**src/hw/axis_gating_consts.svh**
```systemverilog
// Purpose: offsets, field positions, reset values and widths of the manual input gating block
// Assumes: included by the package only
// Notes:   all register offsets are byte addresses on a 32-bit APB bus
`ifndef AXIS_GATING_CONSTS_SVH
`define AXIS_GATING_CONSTS_SVH

`define DEFL_W          16
`define NUM_AXES        4
`define DIR_W           3
`define CODE_W          8

`define OFS_GLOBAL_EN   12'h000
`define OFS_AXIS_DIR    12'h004
`define OFS_AXIS_ONE    12'h008
`define OFS_SWAP        12'h00c
`define OFS_AUTOSTATUS  12'h010
`define OFS_IRQ_STATUS  12'h014
`define OFS_IRQ_MASK    12'h018

`define GEN_OFF         3'h0
`define GEN_MAX         3'h5
`define GEN_RESET       3'h2
`define GEN_QUIET_OFF   8'hff
`define DIR_RESET_LOW   3'h2
`define DIR_RESET_HIGH  3'h0
`define AUTOSTATUS_RST  1'h1

`define AXDIR_SEL_LSB   8
`define AXDIR_SEL_W     2
`define AXDIR_ALL_BIT   11

`define EVT_REPLY       0
`define EVT_REJECT      1
`define NUM_EVT         2

`endif

```
**src/hw/axis_gating_pkg.sv**
```systemverilog
// Purpose: shared types of the manual input gating block
// Assumes: constants come from the guarded header
// Notes:   deflections are two's complement, zero at stick centre
package axis_gating_pkg;
  `include "axis_gating_consts.svh"

  typedef logic signed [`DEFL_W-1:0] defl_t;
  typedef logic signed [`DIR_W-1:0]  dir_t;

  typedef struct packed {
    defl_t x;
    defl_t y;
    defl_t z;
  } stick_t;

  typedef struct packed {
    logic [11:0] addr;
    logic        write;
    logic [31:0] wdata;
  } apb_req_t;
endpackage

```
**src/hw/irq_bank.sv**
```systemverilog
// Purpose: sticky event flags with write-one-to-clear, a mask and one level interrupt
// Assumes: single clock, events are one-cycle pulses
// Notes:   a new event in the clearing cycle keeps its flag set
`timescale 1ns/1ns
`default_nettype none
module irq_bank #(
  parameter int N = 2
) (
  input  wire logic         clk,      // controller clock
  input  wire logic         rstn,     // async reset, active low
  input  wire logic [N-1:0] event_in, // one-cycle event pulses
  input  wire logic [N-1:0] clr,      // one-cycle write-one-to-clear
  input  wire logic [N-1:0] mask_in,  // enable bits
  output logic      [N-1:0] status,   // sticky flags
  output logic              irq       // level, high while an enabled flag is set
);
  logic [N-1:0] next_status;

  // set wins over clear so an event is never lost
  always_comb begin
    next_status = (status & ~clr) | event_in;
  end

  always_ff @(posedge clk or negedge rstn) begin
    if (!rstn) begin
      status <= '0;
    end else begin
      status <= next_status;
    end
  end

  assign irq = |(status & mask_in);
endmodule
`default_nettype wire

```
**src/hw/axis_route.sv**
```systemverilog
// Purpose: gates and orients one stick deflection onto one motor axis
// Assumes: deflection already chosen for this axis
// Notes:   the most negative deflection saturates when reversed
`timescale 1ns/1ns
`default_nettype none
module axis_route
  import axis_gating_pkg::*;
(
  input  wire logic  clk,       // controller clock
  input  wire logic  rstn,      // async reset, active low
  input  wire defl_t defl,      // deflection routed to this axis
  input  wire dir_t  dir,       // stored per-axis code
  input  wire logic  global_on, // global enable is on
  output defl_t      vel,       // velocity demand from manual input
  output logic       manual_on, // axis follows manual input
  output logic       speed_en   // continuous velocity move allowed
);
  defl_t next_vel;
  logic  next_manual_on;
  logic  next_speed_en;

  // zero code ignores deflection, negative code reverses it
  always_comb begin
    next_manual_on = global_on && (dir != '0);
    next_speed_en  = global_on && (dir != '0);
    next_vel       = '0;
    if (next_manual_on) begin
      if (dir[`DIR_W-1]) begin
        next_vel = (defl == {1'b1, {(`DEFL_W-1){1'b0}}}) ? {1'b0, {(`DEFL_W-1){1'b1}}}
                                                         : -defl;
      end else begin
        next_vel = defl;
      end
    end
  end

  always_ff @(posedge clk or negedge rstn) begin
    if (!rstn) begin
      vel       <= '0;
      manual_on <= 1'b0;
      speed_en  <= 1'b0;
    end else begin
      vel       <= next_vel;
      manual_on <= next_manual_on;
      speed_en  <= next_speed_en;
    end
  end
endmodule
`default_nettype wire

```
**src/hw/manual_input_axis_gating.sv**
```systemverilog
// Purpose: APB command block for global enable, per-axis direction and X/Y swap of manual input
// Assumes: one 250 MHz clock, zero-wait APB, stick inputs synchronous to clk
// Notes:   set forms are register writes, query forms are register reads
//
// Design decisions made here: the placing of the registers and the APB register port.
`timescale 1ns/1ns
`default_nettype none
module manual_input_axis_gating
  import axis_gating_pkg::*;
(
  input  wire logic                  clk,            // 250 MHz controller clock
  input  wire logic                  rstn,           // async reset, active low
  input  wire logic                  psel,           // apb select
  input  wire logic                  penable,        // apb access phase
  input  wire logic                  pwrite,         // apb direction
  input  wire logic [11:0]           paddr,          // apb byte address
  input  wire logic [31:0]           pwdata,         // apb write data
  output logic      [31:0]           prdata,         // apb read data, registered
  output logic                       pready,         // apb ready, always high
  output logic                       pslverr,        // apb error
  input  wire stick_t                stick,          // raw deflections
  input  wire logic                  device_is_stick,// attached device is a stick
  output defl_t                      axis_vel [`NUM_AXES], // manual velocity per axis
  output logic      [`NUM_AXES-1:0]  manual_on,      // axis follows manual input
  output logic      [`NUM_AXES-1:0]  speed_en,       // velocity move allowed per axis
  output logic                       global_on,      // manual input and velocity move on
  output logic                       status_reply,   // one-cycle unsolicited status reply
  output logic                       irq             // level interrupt
);
  apb_req_t                req;
  logic                    wr_acc;
  logic                    rd_setup;
  logic                    mapped;
  logic signed [`CODE_W-1:0] code;
  logic [2:0]              gen_state;
  logic [2:0]              next_gen_state;
  dir_t                    dir [`NUM_AXES];
  dir_t                    next_dir [`NUM_AXES];
  logic [`AXDIR_SEL_W-1:0] one_sel;
  logic [`AXDIR_SEL_W-1:0] next_one_sel;
  logic                    swap;
  logic                    next_swap;
  logic                    autostatus;
  logic                    next_autostatus;
  logic [`NUM_EVT-1:0]     irq_mask;
  logic [`NUM_EVT-1:0]     next_irq_mask;
  logic [`NUM_EVT-1:0]     irq_status;
  logic [`NUM_EVT-1:0]     irq_clr;
  logic                    next_reply;
  logic                    reject;
  logic [31:0]             next_prdata;
  logic                    next_pslverr;
  logic                    dir_ok;
  logic                    bad_word;
  defl_t                   src [`NUM_AXES];
  defl_t                   sx;
  defl_t                   sy;

  assign req     = '{addr: paddr, write: pwrite, wdata: pwdata};
  assign wr_acc  = psel && penable && req.write;
  assign rd_setup = psel && !penable && !req.write;
  assign code    = req.wdata[`CODE_W-1:0];
  assign pready  = 1'b1;
  assign global_on = (gen_state != `GEN_OFF);

  // address decode used only by the error path, for reads and writes
  always_comb begin
    case (req.addr)
      `OFS_GLOBAL_EN, `OFS_AXIS_DIR, `OFS_AXIS_ONE, `OFS_SWAP,
      `OFS_AUTOSTATUS, `OFS_IRQ_STATUS, `OFS_IRQ_MASK: mapped = 1'b1;
      default: mapped = 1'b0;
    endcase
  end

  // per-axis codes allowed: -2, -1, 0, 1, 2
  always_comb begin
    dir_ok = (code >= -8'sd2) && (code <= 8'sd2);
  end

  // parameter check from the setup cycle, so a registered error stands in the access cycle
  always_comb begin
    case (req.addr)
      `OFS_GLOBAL_EN: bad_word = !((code == `GEN_QUIET_OFF) || (code >= 8'sd0 && code <= 8'sd5));
      `OFS_AXIS_DIR:  bad_word = !dir_ok;
      `OFS_SWAP:      bad_word = (req.wdata[31:1] != '0);
      default:        bad_word = 1'b0;
    endcase
  end

  // command state: writes take effect in the access cycle only
  always_comb begin
    next_gen_state  = gen_state;
    next_dir        = dir;
    next_one_sel    = one_sel;
    next_swap       = swap;
    next_autostatus = autostatus;
    next_irq_mask   = irq_mask;
    next_reply      = 1'b0;
    reject          = 1'b0;
    irq_clr         = '0;
    if (wr_acc) begin
      case (req.addr)
        `OFS_GLOBAL_EN: begin
          if (code == `GEN_QUIET_OFF) begin
            next_gen_state = `GEN_OFF;
          end else if (code >= 8'sd0 && code <= 8'sd5) begin
            next_gen_state = code[2:0];
            // only an on-to-off change with autostatus speaks up
            next_reply = (code == 8'sd0) && global_on && autostatus;
          end else begin
            reject = 1'b1;
          end
        end
        `OFS_AXIS_DIR: begin
          if (!dir_ok) begin
            reject = 1'b1;
          end else begin
            for (int i = 0; i < `NUM_AXES; i++) begin
              if (req.wdata[`AXDIR_ALL_BIT] ||
                  (req.wdata[`AXDIR_SEL_LSB +: `AXDIR_SEL_W] == i[`AXDIR_SEL_W-1:0])) begin
                next_dir[i] = code[`DIR_W-1:0];
              end
            end
          end
        end
        `OFS_AXIS_ONE: next_one_sel = req.wdata[`AXDIR_SEL_W-1:0];
        `OFS_SWAP: begin
          if (req.wdata[31:1] != '0) begin
            reject = 1'b1;
          end else begin
            next_swap = req.wdata[0];
          end
        end
        `OFS_AUTOSTATUS: next_autostatus = req.wdata[0];
        `OFS_IRQ_STATUS: irq_clr = req.wdata[`NUM_EVT-1:0];
        `OFS_IRQ_MASK:   next_irq_mask = req.wdata[`NUM_EVT-1:0];
        default: ;
      endcase
    end
  end

  always_ff @(posedge clk or negedge rstn) begin
    if (!rstn) begin
      gen_state  <= `GEN_RESET;
      for (int i = 0; i < `NUM_AXES; i++) begin
        dir[i] <= (i == `NUM_AXES-1) ? `DIR_RESET_HIGH : `DIR_RESET_LOW;
      end
      one_sel      <= '0;
      swap         <= 1'b0;
      autostatus   <= `AUTOSTATUS_RST;
      irq_mask     <= '0;
      status_reply <= 1'b0;
    end else begin
      gen_state    <= next_gen_state;
      dir          <= next_dir;
      one_sel      <= next_one_sel;
      swap         <= next_swap;
      autostatus   <= next_autostatus;
      irq_mask     <= next_irq_mask;
      status_reply <= next_reply;
    end
  end

  // read data is captured in the setup cycle, so the access cycle needs no wait
  always_comb begin
    next_prdata  = prdata;
    next_pslverr = 1'b0;
    if (rd_setup) begin
      next_prdata = '0;
      case (req.addr)
        `OFS_GLOBAL_EN:  next_prdata[2:0] = gen_state;
        `OFS_AXIS_DIR: begin
          for (int i = 0; i < `NUM_AXES; i++) begin
            next_prdata[i*8 +: 8] = {{(8-`DIR_W){dir[i][`DIR_W-1]}}, dir[i]};
          end
        end
        `OFS_AXIS_ONE: begin
          next_prdata[7:0] = {{(8-`DIR_W){dir[one_sel][`DIR_W-1]}}, dir[one_sel]};
          next_prdata[`AXDIR_SEL_LSB +: `AXDIR_SEL_W] = one_sel;
        end
        `OFS_SWAP:       next_prdata[0] = swap;
        `OFS_AUTOSTATUS: next_prdata[0] = autostatus;
        `OFS_IRQ_STATUS: next_prdata[`NUM_EVT-1:0] = irq_status;
        `OFS_IRQ_MASK:   next_prdata[`NUM_EVT-1:0] = irq_mask;
        default: ;
      endcase
    end
    if (psel && !penable) begin
      next_pslverr = !mapped || (req.write && bad_word);
    end
  end

  always_ff @(posedge clk or negedge rstn) begin
    if (!rstn) begin
      prdata  <= '0;
      pslverr <= 1'b0;
    end else begin
      prdata  <= next_prdata;
      pslverr <= next_pslverr;
    end
  end

  // the refusal event is registered so its flag rises after the refused access
  logic reject_q;
  always_ff @(posedge clk or negedge rstn) begin
    if (!rstn) begin
      reject_q <= 1'b0;
    end else begin
      reject_q <= reject;
    end
  end

  irq_bank #(.N(`NUM_EVT)) u_irq (
    .clk      (clk),
    .rstn     (rstn),
    .event_in ({reject_q, status_reply}),
    .clr      (irq_clr),
    .mask_in  (irq_mask),
    .status   (irq_status),
    .irq      (irq)
  );

  // swap only exists for sticks; other devices keep their own axes
  always_comb begin
    sx = (swap && device_is_stick) ? stick.y : stick.x;
    sy = (swap && device_is_stick) ? stick.x : stick.y;
    src[0] = sx;
    src[1] = sy;
    src[2] = stick.z;
    src[3] = stick.z;
  end

  for (genvar g = 0; g < `NUM_AXES; g++) begin : g_axis
    axis_route u_route (
      .clk       (clk),
      .rstn      (rstn),
      .defl      (src[g]),
      .dir       (dir[g]),
      .global_on (global_on),
      .vel       (axis_vel[g]),
      .manual_on (manual_on[g]),
      .speed_en  (speed_en[g])
    );
  end

  // checks next to the logic they guard
  property p_off_gates_all;
    @(posedge clk) disable iff (!rstn)
    (gen_state == `GEN_OFF) [*2] |-> (manual_on == '0) && (speed_en == '0);
  endproperty
  a_off_gates_all: assert property (p_off_gates_all) else $error("axis active while off");

  property p_quiet_off;
    @(posedge clk) disable iff (!rstn)
    (wr_acc && req.addr == `OFS_GLOBAL_EN && code == -8'sd1)
      |=> (gen_state == `GEN_OFF) && !status_reply;
  endproperty
  a_quiet_off: assert property (p_quiet_off) else $error("quiet disable failed");

  property p_reply_on_off;
    @(posedge clk) disable iff (!rstn)
    (wr_acc && req.addr == `OFS_GLOBAL_EN && code == 8'sd0 && global_on && autostatus)
      |=> status_reply ##1 !status_reply;
  endproperty
  a_reply_on_off: assert property (p_reply_on_off) else $error("missing status reply");

  property p_reply_cause;
    @(posedge clk) disable iff (!rstn)
    status_reply |-> $past(wr_acc && req.addr == `OFS_GLOBAL_EN && code == 8'sd0
                           && gen_state != `GEN_OFF && autostatus);
  endproperty
  a_reply_cause: assert property (p_reply_cause) else $error("unexpected status reply");

  property p_one_is_on;
    @(posedge clk) disable iff (!rstn)
    (wr_acc && req.addr == `OFS_GLOBAL_EN && code == 8'sd1) |=> global_on && gen_state == 3'h1;
  endproperty
  a_one_is_on: assert property (p_one_is_on) else $error("value 1 did not enable");

  property p_reject_keeps;
    @(posedge clk) disable iff (!rstn)
    (wr_acc && req.addr == `OFS_GLOBAL_EN && (code > 8'sd5 || code < -8'sd1))
      |=> $stable(gen_state) ##1 $stable(gen_state) && irq_status[`EVT_REJECT];
  endproperty
  a_reject_keeps: assert property (p_reject_keeps) else $error("bad value not rejected");

  property p_swap_routes;
    @(posedge clk) disable iff (!rstn)
    (swap && device_is_stick && global_on && dir[0] == 3'sd2) |=> axis_vel[0] == $past(stick.y);
  endproperty
  a_swap_routes: assert property (p_swap_routes) else $error("swap not applied");

  property p_no_swap_other;
    @(posedge clk) disable iff (!rstn)
    (!device_is_stick && global_on && dir[1] == 3'sd2) |=> axis_vel[1] == $past(stick.y);
  endproperty
  a_no_swap_other: assert property (p_no_swap_other) else $error("swap on non-stick");

  property p_speed_gate;
    @(posedge clk) disable iff (!rstn)
    ##1 speed_en[3] == $past(global_on && dir[3] != '0);
  endproperty
  a_speed_gate: assert property (p_speed_gate) else $error("speed gate wrong");

  property p_query_gen;
    @(posedge clk) disable iff (!rstn)
    (rd_setup && req.addr == `OFS_GLOBAL_EN)
      |=> prdata[2:0] == $past(gen_state) && prdata[2:0] <= `GEN_MAX;
  endproperty
  a_query_gen: assert property (p_query_gen) else $error("enable query wrong");

  c_reply:   cover property (@(posedge clk) disable iff (!rstn) status_reply);
  c_swap:    cover property (@(posedge clk) disable iff (!rstn)
                             swap && device_is_stick && global_on);
  c_axis4:   cover property (@(posedge clk) disable iff (!rstn) manual_on[3] && !manual_on[2]);
  c_reject:  cover property (@(posedge clk) disable iff (!rstn) reject);
endmodule
`default_nettype wire

```
**config.mk**
```make
export PLATFORM = sky130hd
export DESIGN_NAME = manual_input_axis_gating
export DESIGN_NICKNAME = d
export VERILOG_FILES = /design/src/hw/axis_gating_pkg.sv /design/src/hw/irq_bank.sv /design/src/hw/axis_route.sv /design/src/hw/manual_input_axis_gating.sv
export VERILOG_INCLUDE_DIRS = /design/src /design/src/hw
export SDC_FILE = /design/constraint.sdc
export NUM_CORES = 1
export LEC_CHECK = 0
export BUFFER_PORTS_ARGS = -buffer_cell sky130_fd_sc_hd__buf_2
export CAP_MARGIN = 0
export CORE_UTILIZATION = 56
export DETAILED_ROUTE_END_ITERATION = 7
export PLACE_DENSITY = 0.92
export SYNTH_ARGS = -nofsm -noshare
export SYNTH_HDL_FRONTEND = slang
export SYNTH_HIERARCHICAL = 1
export SYNTH_SLANG_ARGS = --single-unit
```
**constraint.sdc**
```tcl
create_clock -name clk -period 5.2 [get_ports clk]
set_input_delay 0.52 -clock clk [delete_from_list [all_inputs] [get_ports clk]]
set_output_delay 0.52 -clock clk [all_outputs]
set_load 0.05 [all_outputs]
```
==> results.json, run 1 <==
{
  "run_status": "finished, final reports clean",
  "cts_setup_buffers": 0,
  "drive_gt1_share_pct": 42.6,
  "worstSetupEndpointType": "flop",
  "path_clk_slew_ns": 0.07,
  "cts_tree": "built",
  "cts_resized": 0,
  "worstSetupPathType": "reg -> reg",
  "finalCritPeriodShare_pct": 61.5,
  "postCtsHoldBufs": 0,
  "area_delta_synth_final_pct": 19.8,
  "cts.path.max_buffers": 2,
  "ys_warn_count": 6,
  "crit_start": "swap",
  "final_common_cell": "buf_2",
  "cp_slowest_stage_delay_ns": 0.60,
  "crit_fanout": 21,
  "grt_setup_unrepaired": "no",
  "min_period_ns": 3.20,
  "synth_edf_count": 0,
  "cp_top_family": "simple AND/OR/NAND/NOR gates",
  "first_pass_iters": 5,
  "arrival_ns": 3.41,
  "root_buffer": "clkbuf_16",
  "place_inst": 927,
  "grt_max_degree": 63,
  "gp_congestion": 0.981,
  "post_drt_wl_per_cell_um": 17.5,
  "p_per_area_nw_per_um2": 230,
  "whs_ns": 0.259,
  "diodes": 0,
  "synth_seq_cells": 107,
  "drtIter0Drc": 345,
  "fmax_ghz": 0.313,
  "port_buffers": 205,
  "synth_seq_area_share_pct": 41.7,
  "fin_nets": 900,
  "ys_types": 66,
  "fp.dieW_um": 109,
  "grt-ovfl-total": 0,
  "hp-class": "in -> async",
  "die_area_um2": 11900,
  "hpwlAfterDp_um": 12300,
  "avgSynthCellArea_um2": 10.3,
  "rows": 38,
  "first_global_vias": 5226,
  "rr_endpoint": "g_axis[1].u_route/vel[13]",
  "drc": 0,
  "syn_inst": 624,
  "synthAdderAreaFrac_pct": 0.777,
  "final_cells": 942,
  "start_kind": "flop",
  "fin_tns_setup_ns": 0,
  "cts_buffers": 9,
  "reg2regPathDepth": 7,
  "r2r_setup_slack_ns": 2.00,
  "fin_skew_ns": 0.00645,
  "drv_cap": 0,
  "grt_antenna_before_repair": 0,
  "p_leak_nw": 3.75,
  "p_total_w": 0.00178,
  "fin_ws_ns": 2.00,
  "insertion_delay_ns": 0.34,
  "muxShareOfSynthArea_pct": 11.3,
  "synthesis.area_um2": 6440,
  "synth-simple-area-share_pct": 18.0,
  "synth_async_sr_flop_share_pct": 100,
  "vias_per_cell": 5.97,
  "r2r_start": "swap",
  "grt_pass1_wl_um": 25600,
  "ys.flop_type": "dfrtp_1",
  "die_h_um": 109,
  "core_area_um2": 11000,
  "synth_xor_area_share_pct": 5.98,
  "cp_num_cells": 7,
  "synth_top_family_by_area": "simple AND/OR/NAND/NOR gates",
  "cp-endpoint": "g_axis[1].u_route/vel[13]",
  "path_buf_inv": 1,
  "mostFrequentLayoutCells": "204 x buf_2, 102 x dfrtp_1, 57 x a21oi_1",
  "postRouteAntennaNets": 0,
  "relSlewSlack_pct": 23.6,
  "drt_wl_total_um": 16500,
  "worst_pin_slew_ns": 1.14,
  "syn_nets": 726,
  "start_util_pct": 58.4,
  "clock_sinks": 107,
  "slew_violations": 0,
  "setup_viol": 0,
  "cts.htree.levels": 3,
  "grt_use_total_pct": 27.9,
  "hold_violations": 0,
  "synth_compound_area_share_pct": 15.8,
  "num_vias": 5623,
  "crit_slowest_cell": "nand2_1",
  "dpl_worst_slack_ns": 1.81,
  "ir_drop_v": 0.000180,
  "worstPathCellList": "nand2_1, buf_4, mux2_2, or4_4, o41ai_2, xor2_1, a21oi_1",
  "required_ns": 5.41,
  "io_pins": 207
}
## power by group
| group | internal, W | switching, W | total [W] |
|---|---|---|---|
| Combinational | 0.0000726 | 0.000151 | 0.000224 |
| Clock | 0.000421 | 0.000289 | 0.000710 |
| Sequential | 0.000837 | 0.00000474 | 0.000842 |
## stage by stage
stage          util (%)  area (µm²)
4_1_cts            69.9        7710
2_1_floorplan         -        6440
3_5_place_dp       67.1        7400
3_3_place_gp       67.1        7400
6_report           69.9        7710
5_1_grt            69.9        7710
## logic make-up after synthesis
kind of cell / count (synthesis)
buf+inv: 77
fa+ha+maj: 4
xor+xnor: 44
mux: 62
flops: 107
compound gates: 152
other cells: 1
simple gates: 177
## how the worst min path moves through the flow
stage | to | slack, ns | cells after the start
floorplan | dir[0] | 0.22 | 0
global placement | u_irq/status[1] | 0.42 | 1
detailed placement | u_irq/status[1] | 0.43 | 1
CTS | pslverr | 0.29 | 1
global route | reject_q | 0.32 | 1
finish | prdata[2] | 0.26 | 1
## worst reg2reg max path: stages, from the launching register on
cell and delay (ns):
dfrtp_1 0.42, nand2_1 0.60, buf_4 0.33, mux2_2 0.42
or4_4 0.58, o41ai_2 0.35, xor2_1 0.28, a21oi_1 0.10
## per-layer routing
layer  up-vias  global-route usage (%)  wire (µm)
met2       265                    48.2       8320
met3        33                    6.10       1270
met1      2708                    34.8       6550
li1       2617                       -          -
met5         -                       0          0
met4         0                    8.67        337
## state kept, by name (all words and copies together) (netlist names)
name                      count
one_sel                       2
swap                          1
prdata                       13
autostatus                    1
reject_q                      1
status_reply                  1
g_axis.u_route/vel           64
pslverr                       1
u_irq/status                  2
g_axis.u_route/manual_on      4
dir                          12
irq_mask                      2
gen_state                     3
## final cells by class
type	count	area [µm²]
Clock buffer	11	233
Clock inverter	4	76.3
Fill cell	869	3320
Inverter	30	113
Multi-Input combinational cell	440	3370
Sequential cell	107	2680
Tap cell	140	175
Timing Repair Buffer	210	1070
## Yosys cell counts (all sizes together), types with 4 or more instances
cell,n,area (µm²)
dfrtp,102,2550
a21oi,57,285
mux2,52,593
xor2,40,350
buf,38,264
nand2,35,136
nor2,32,130
inv,30,113
o21ai,22,110
or4,20,191
nand3,18,110
or3,17,116
o31ai,16,120
a211oi,12,90.1
nor3,12,82.6
nor4,12,156
clkbuf,9,33.8
o41ai,8,100
mux2i,7,70.1
nand2b,7,43.8
a31o,5,43.8
a31oi,5,31.3
dfstp,5,131
nand4,5,31.3
a211o,4,40.0
a311oi,4,35.0
and3,4,26.3
ha,4,50.1
o31a,4,35.0
or4b,4,55.1
xnor2,4,35.0
Note: power is estimated with default switching activity, not from simulation.
==> inputs of run 2 (changes only) <==
--- a/config.mk
+++ b/config.mk
@@ -8,9 +8,9 @@
 export LEC_CHECK = 0
 export BUFFER_PORTS_ARGS = -buffer_cell sky130_fd_sc_hd__buf_2
 export CAP_MARGIN = 0
-export CORE_UTILIZATION = 56
+export CORE_UTILIZATION = 52
 export DETAILED_ROUTE_END_ITERATION = 7
-export PLACE_DENSITY = 0.92
+export PLACE_DENSITY = 0.86
 export SYNTH_ARGS = -nofsm -noshare
 export SYNTH_HDL_FRONTEND = slang
 export SYNTH_HIERARCHICAL = 1
==> constraint.sdc (replaced) <==
create_clock -name clk -period 3.1 [get_ports clk]
set_input_delay 0.31 -clock clk [delete_from_list [all_inputs] [get_ports clk]]
set_output_delay 0.31 -clock clk [all_outputs]
set_load 0.05 [all_outputs]
==> run 2 against run 1 <==
The flow now finishes with violations (hold timing). Die area rose by 7.6%. Sequential share of layout area shrank 0.17 points. First-iteration DRC count decreased by 17%. Maximum frequency is 13% higher. Count of clock-buffer cells in the layout rose by 1. Design area grew 0.50%. Clock power rose by 49%. Largest cell class unchanged.
==> results.json, run 2 (synthesis results as in run 1) <==
{
  "first_global_vias": 5485,
  "clock_sinks": 107,
  "postRouteAntennaNets": 0,
  "postCtsHoldBufs": 0,
  "arrival_ns": 3.09,
  "placed_cell_area_um2": 7490,
  "root_buffer": "clkbuf_16",
  "min_period_ns": 2.84,
  "slew_violations": 0,
  "num_vias": 5688,
  "worstSetupEndpointType": "flop",
  "die_area_um2": 12800,
  "io_pins": 207,
  "worst_pin_slew_ns": 1.18,
  "mostFrequentLayoutCells": "204 x buf_2, 102 x dfrtp_1, 57 x a21oi_1",
  "hpwlAfterDp_um": 12400,
  "cts.path.max_buffers": 2,
  "grt_pass1_wl_um": 26800,
  "design_area_um2": 7750,
  "r2r_start": "swap",
  "cp-endpoint": "g_axis[0].u_route/vel[8]",
  "run_status": "complete, but fails checks",
  "path_clk_slew_ns": 0.07,
  "port_buffers": 205,
  "multi_input_area_um2": 3370,
  "p_total_w": 0.00284,
  "largest_register_ff_count": 64,
  "grt_antenna_before_repair": 0,
  "first_pass_iters": 5,
  "fin_nets": 903,
  "drive_gt1_share_pct": 42.8,
  "drv_cap": 0,
  "rr_endpoint": "g_axis[0].u_route/vel[8]",
  "required_ns": 3.36,
  "largest-register": "g_axis.u_route/vel",
  "drc": 0,
  "cts_setup_buffers": 0,
  "drtIter0Drc": 287,
  "hold_violations": 2,
  "fin_skew_ns": 0.00989,
  "ff_latch_area_um2": 2680,
  "final_core_utilization_pct": 64.3,
  "crit_fanout": 17,
  "r2r_setup_slack_ns": 0.26,
  "fin_tns_setup_ns": 0,
  "p_per_area_nw_per_um2": 367,
  "post_drt_wl_per_cell_um": 17.1,
  "worstSetupPathType": "reg -> reg",
  "fp.dieW_um": 113,
  "insertion_delay_ns": 0.36,
  "crit_start": "swap",
  "grt_setup_unrepaired": "no",
  "fmax_ghz": 0.352,
  "vias_per_cell": 5.84,
  "area_delta_synth_final_pct": 20.4,
  "core_area_um2": 12100,
  "start_util_pct": 53.4,
  "gp_congestion": 0.964,
  "cts_buffers": 9,
  "start_kind": "flop",
  "diodes": 0,
  "violations": "hold timing",
  "final.fill_count": 967,
  "grt_max_degree": 55,
  "cts.htree.levels": 3,
  "setup_viol": 0,
  "relSlewSlack_pct": 21.1,
  "final_common_cell": "buf_2",
  "hp-class": "in -> async",
  "p_leak_nw": 3.76,
  "reg2regPathDepth": 7,
  "finalCritPeriodShare_pct": 91.5,
  "drt_wl_total_um": 16700,
  "cts_resized": 0,
  "ir_drop_v": 0.000208,
  "cts_tree": "built",
  "grt_use_total_pct": 26.7,
  "whs_ns": -0.00927,
  "reg_top3": "g_axis.u_route/vel (64), prdata (13), dir (12)",
  "die_h_um": 113,
  "rows": 40,
  "grt-ovfl-total": 0
}
## run 2: layout make-up
class                      count  share of cell area (%)
inverter                      30                    1.45
timing repair buffer         213                    14.4
clock buffer                  12                    3.05
tap                          168                    2.71
sequential                   107                    34.6
clock inverter                 4                   0.371
multi-input combinational    440                    43.4
## run 2: power breakdown
group | total (W) | leakage [nW] | internal (W) | switching (W)
Combinational | 0.000378 | 2.17 | 0.000124 | 0.000255
Sequential | 0.00141 | 1.47 | 0.00140 | 0.00000570
Clock | 0.00106 | 0.123 | 0.000546 | 0.000509
Total | 0.00284 | 3.76 | 0.00207 | 0.000770
## run 2: worst min-delay path by stage
| stage | from | end | slack (ns) | cells after the start |
|---|---|---|---|---|
| floorplan | rstn | dir[0] | 0.01 | 0 |
| global placement | rstn | status_reply | 0.40 | 1 |
| detailed placement | rstn | gen_state[0] | 0.39 | 1 |
| CTS | rstn | status_reply | 0.01 | 1 |
| global route | rstn | gen_state[0] | 0.04 | 1 |
| finish | rstn | gen_state[0] | -0.009 | 1 |
## run 2: critical path: stages, from the launching register on
cell	delay, ns
dfrtp_1	0.40
nand2_1	0.33
buf_12	0.21
mux2_2	0.38
or4_4	0.59
nor4_4	0.25
nand3_2	0.29
a21oi_1	0.28
## run 2: metal layers
metal	wire length, µm	track usage [%]
met1	6850	33.3
met2	8320	46.1
met3	1160	4.71
met4	334	10.8
met5	0	0
## run 2: through the flow
step                      setup WS [ns]  std cells
final                             0.263        974
after global routing              0.131        974
after CTS                         0.274        974
after detailed placement          0.330        958
after global placement            0.413        958
after floorplan                   0.388        624
==> inputs of run 3 (changes only) <==
--- a/config.mk
+++ b/config.mk
@@ -11,6 +11,7 @@
 export CORE_UTILIZATION = 52
 export DETAILED_ROUTE_END_ITERATION = 7
 export PLACE_DENSITY = 0.86
+export REMOVE_ABC_BUFFERS = 1
 export SYNTH_ARGS = -nofsm -noshare
 export SYNTH_HDL_FRONTEND = slang
 export SYNTH_HIERARCHICAL = 1
==> run 3 against run 2 <==
The run still ends with hold timing left. First-iteration DRC count up 43%. Worst hold slack better by 0.00091 ns. Sequential power about the same. Clock power up 17%. Count of clock-buffer cells in the layout down 1. Maximum frequency up 5.9%. Sequential share of layout area down 0.24 points. Via count down 1.4%. Critical endpoint is now g_axis[1].u_route/vel[0].
==> results.json, run 3 (synthesis results as in run 1) <==
{
  "gp_congestion": 0.923,
  "grt-ovfl-total": 0,
  "min_period_ns": 2.68,
  "postRouteAntennaNets": 0,
  "drc": 0,
  "cts_setup_buffers": 0,
  "fin_skew_ns": 0.00852,
  "fin_nets": 903,
  "worstPathCellList": "nand2_1, buf_12, mux2_2, inv_1, ha_1, or4b_4, nor2_2, nand3_2, a21oi_1",
  "fp.dieW_um": 113,
  "rows": 40,
  "drive_gt1_share_pct": 42.9,
  "dpl_worst_slack_ns": 0.428,
  "p_per_area_nw_per_um2": 388,
  "start_kind": "flop",
  "path_buf_inv": 2,
  "rr_endpoint": "g_axis[1].u_route/vel[0]",
  "finalCritPeriodShare_pct": 86.4,
  "post_drt_wl_per_cell_um": 17.0,
  "vias_per_cell": 5.76,
  "setup_viol": 0,
  "crit_fanout": 32,
  "drv_cap": 0,
  "run_status": "complete, but fails checks",
  "fmax_ghz": 0.373,
  "drt_wl_total_um": 16500,
  "core_area_um2": 12100,
  "drtIter0Drc": 409,
  "postCtsHoldBufs": 0,
  "root_buffer": "clkbuf_16",
  "worstSetupEndpointType": "flop",
  "io_pins": 207,
  "insertion_delay_ns": 0.35,
  "die_h_um": 113,
  "grt_use_total_pct": 25.9,
  "worst_pin_slew_ns": 0.850,
  "crit_slowest_cell": "or4b_4",
  "worstSetupPathType": "reg -> reg",
  "hp-class": "in -> async",
  "die_area_um2": 12800,
  "clock_sinks": 107,
  "first_pass_iters": 5,
  "grt_max_degree": 56,
  "largest-register": "g_axis.u_route/vel",
  "start_util_pct": 53.4,
  "cts_resized": 0,
  "fin_ws_ns": 0.421,
  "num_vias": 5608,
  "arrival_ns": 2.95,
  "whs_ns": -0.00836,
  "cp_top_family": "simple AND/OR/NAND/NOR gates",
  "cts.path.max_buffers": 2,
  "hold_violations": 3,
  "cts_tree": "built",
  "reg2regPathDepth": 9,
  "area_delta_synth_final_pct": 21.2,
  "largest_register_ff_count": 64,
  "violations": "hold timing",
  "required_ns": 3.37,
  "ir_drop_v": 0.000250,
  "cts_buffers": 9,
  "p_total_w": 0.00303,
  "first_global_vias": 5262,
  "reg_top3": "g_axis.u_route/vel (64), prdata (13), dir (12)",
  "relSlewSlack_pct": 43.2,
  "mostFrequentLayoutCells": "204 x buf_2, 102 x dfrtp_1, 57 x a21oi_1",
  "diodes": 0,
  "final_common_cell": "buf_2",
  "fin_tns_setup_ns": 0,
  "r2r_setup_slack_ns": 0.42,
  "p_leak_nw": 3.79,
  "cts.htree.levels": 3,
  "grt_setup_unrepaired": "no",
  "cp_slowest_stage_delay_ns": 0.51,
  "path_clk_slew_ns": 0.07,
  "grt_antenna_before_repair": 0,
  "r2r_start": "swap",
  "hpwlAfterDp_um": 12200,
  "slew_violations": 0,
  "port_buffers": 205,
  "grt_pass1_wl_um": 26000
}
==> run 3: changes by cell type in the layout (fill, tap and decap cells not counted), sizes merged <==
cell      change
bufinv        +2
clkbuf        -1
clkinvlp      -2
inv           +1
==> run 3: worst reg2reg max path, delay by kind of cell, from the launching register on <==
family / cells / cell delay [ns]
muxes: 1 / 0.39
adders and majority gates: 1 / 0.19
buffers and inverters: 2 / 0.28
DFF: 1 / 0.40
and+or+nand+nor: 4 / 1.10
AOI/OAI and AO/OA: 1 / 0.25
==> run 3: how the worst max path moves through the flow <==
stage                           endpoint  slack (ns)  cells after the start       startpoint
6_report        g_axis[1].u_route/vel[0]        0.42                      9             swap
5_1_grt         g_axis[1].u_route/vel[0]        0.27                      9             swap
4_1_cts         g_axis[1].u_route/vel[0]        0.43                      9             swap
3_5_place_dp    g_axis[1].u_route/vel[0]        0.43                     10  device_is_stick
3_3_place_gp    g_axis[1].u_route/vel[0]        0.50                     10  device_is_stick
2_1_floorplan  g_axis[0].u_route/vel[12]        0.09                      8             swap
==> run 3: cell type report <==
type | count | area, µm²
clock buffers | 11 | 233
clock inverters | 5 | 86.3
fillers | 963 | 4260
inverters | 30 | 113
multi-input cells | 440 | 3370
flip-flops and latches | 107 | 2680
well taps | 168 | 210
repair buffers | 213 | 1110
==> run 3: through the flow <==
stage | cells | hold slack [ns] | util, % | cell area, µm²
floorplan | 577 | 0.0144 | - | 6140
global placement | 958 | 0.383 | 62.1 | 7490
detailed placement | 958 | 0.387 | 62.1 | 7490
CTS | 974 | 0.00728 | 64.7 | 7810
global route | 974 | 0.0492 | 64.7 | 7810
finish | 974 | -0.00836 | 64.7 | 7810
==> run 3: layer usage <==
metal	track usage, %	vias up	share of wire (%)
met2	43.6	281	49
li1	-	2639	-
met3	4.28	31	7.2
met5	0	-	0
met4	11.6	0	2.6
met1	33.0	2657	41
==> run 3: power by group <==
| part | internal [W] | switching (W) |
|---|---|---|
| clock | 0.000715 | 0.000522 |
| sequential | 0.00140 | 0.00000610 |
| combinational | 0.000124 | 0.000256 |
| total | 0.00224 | 0.000784 |
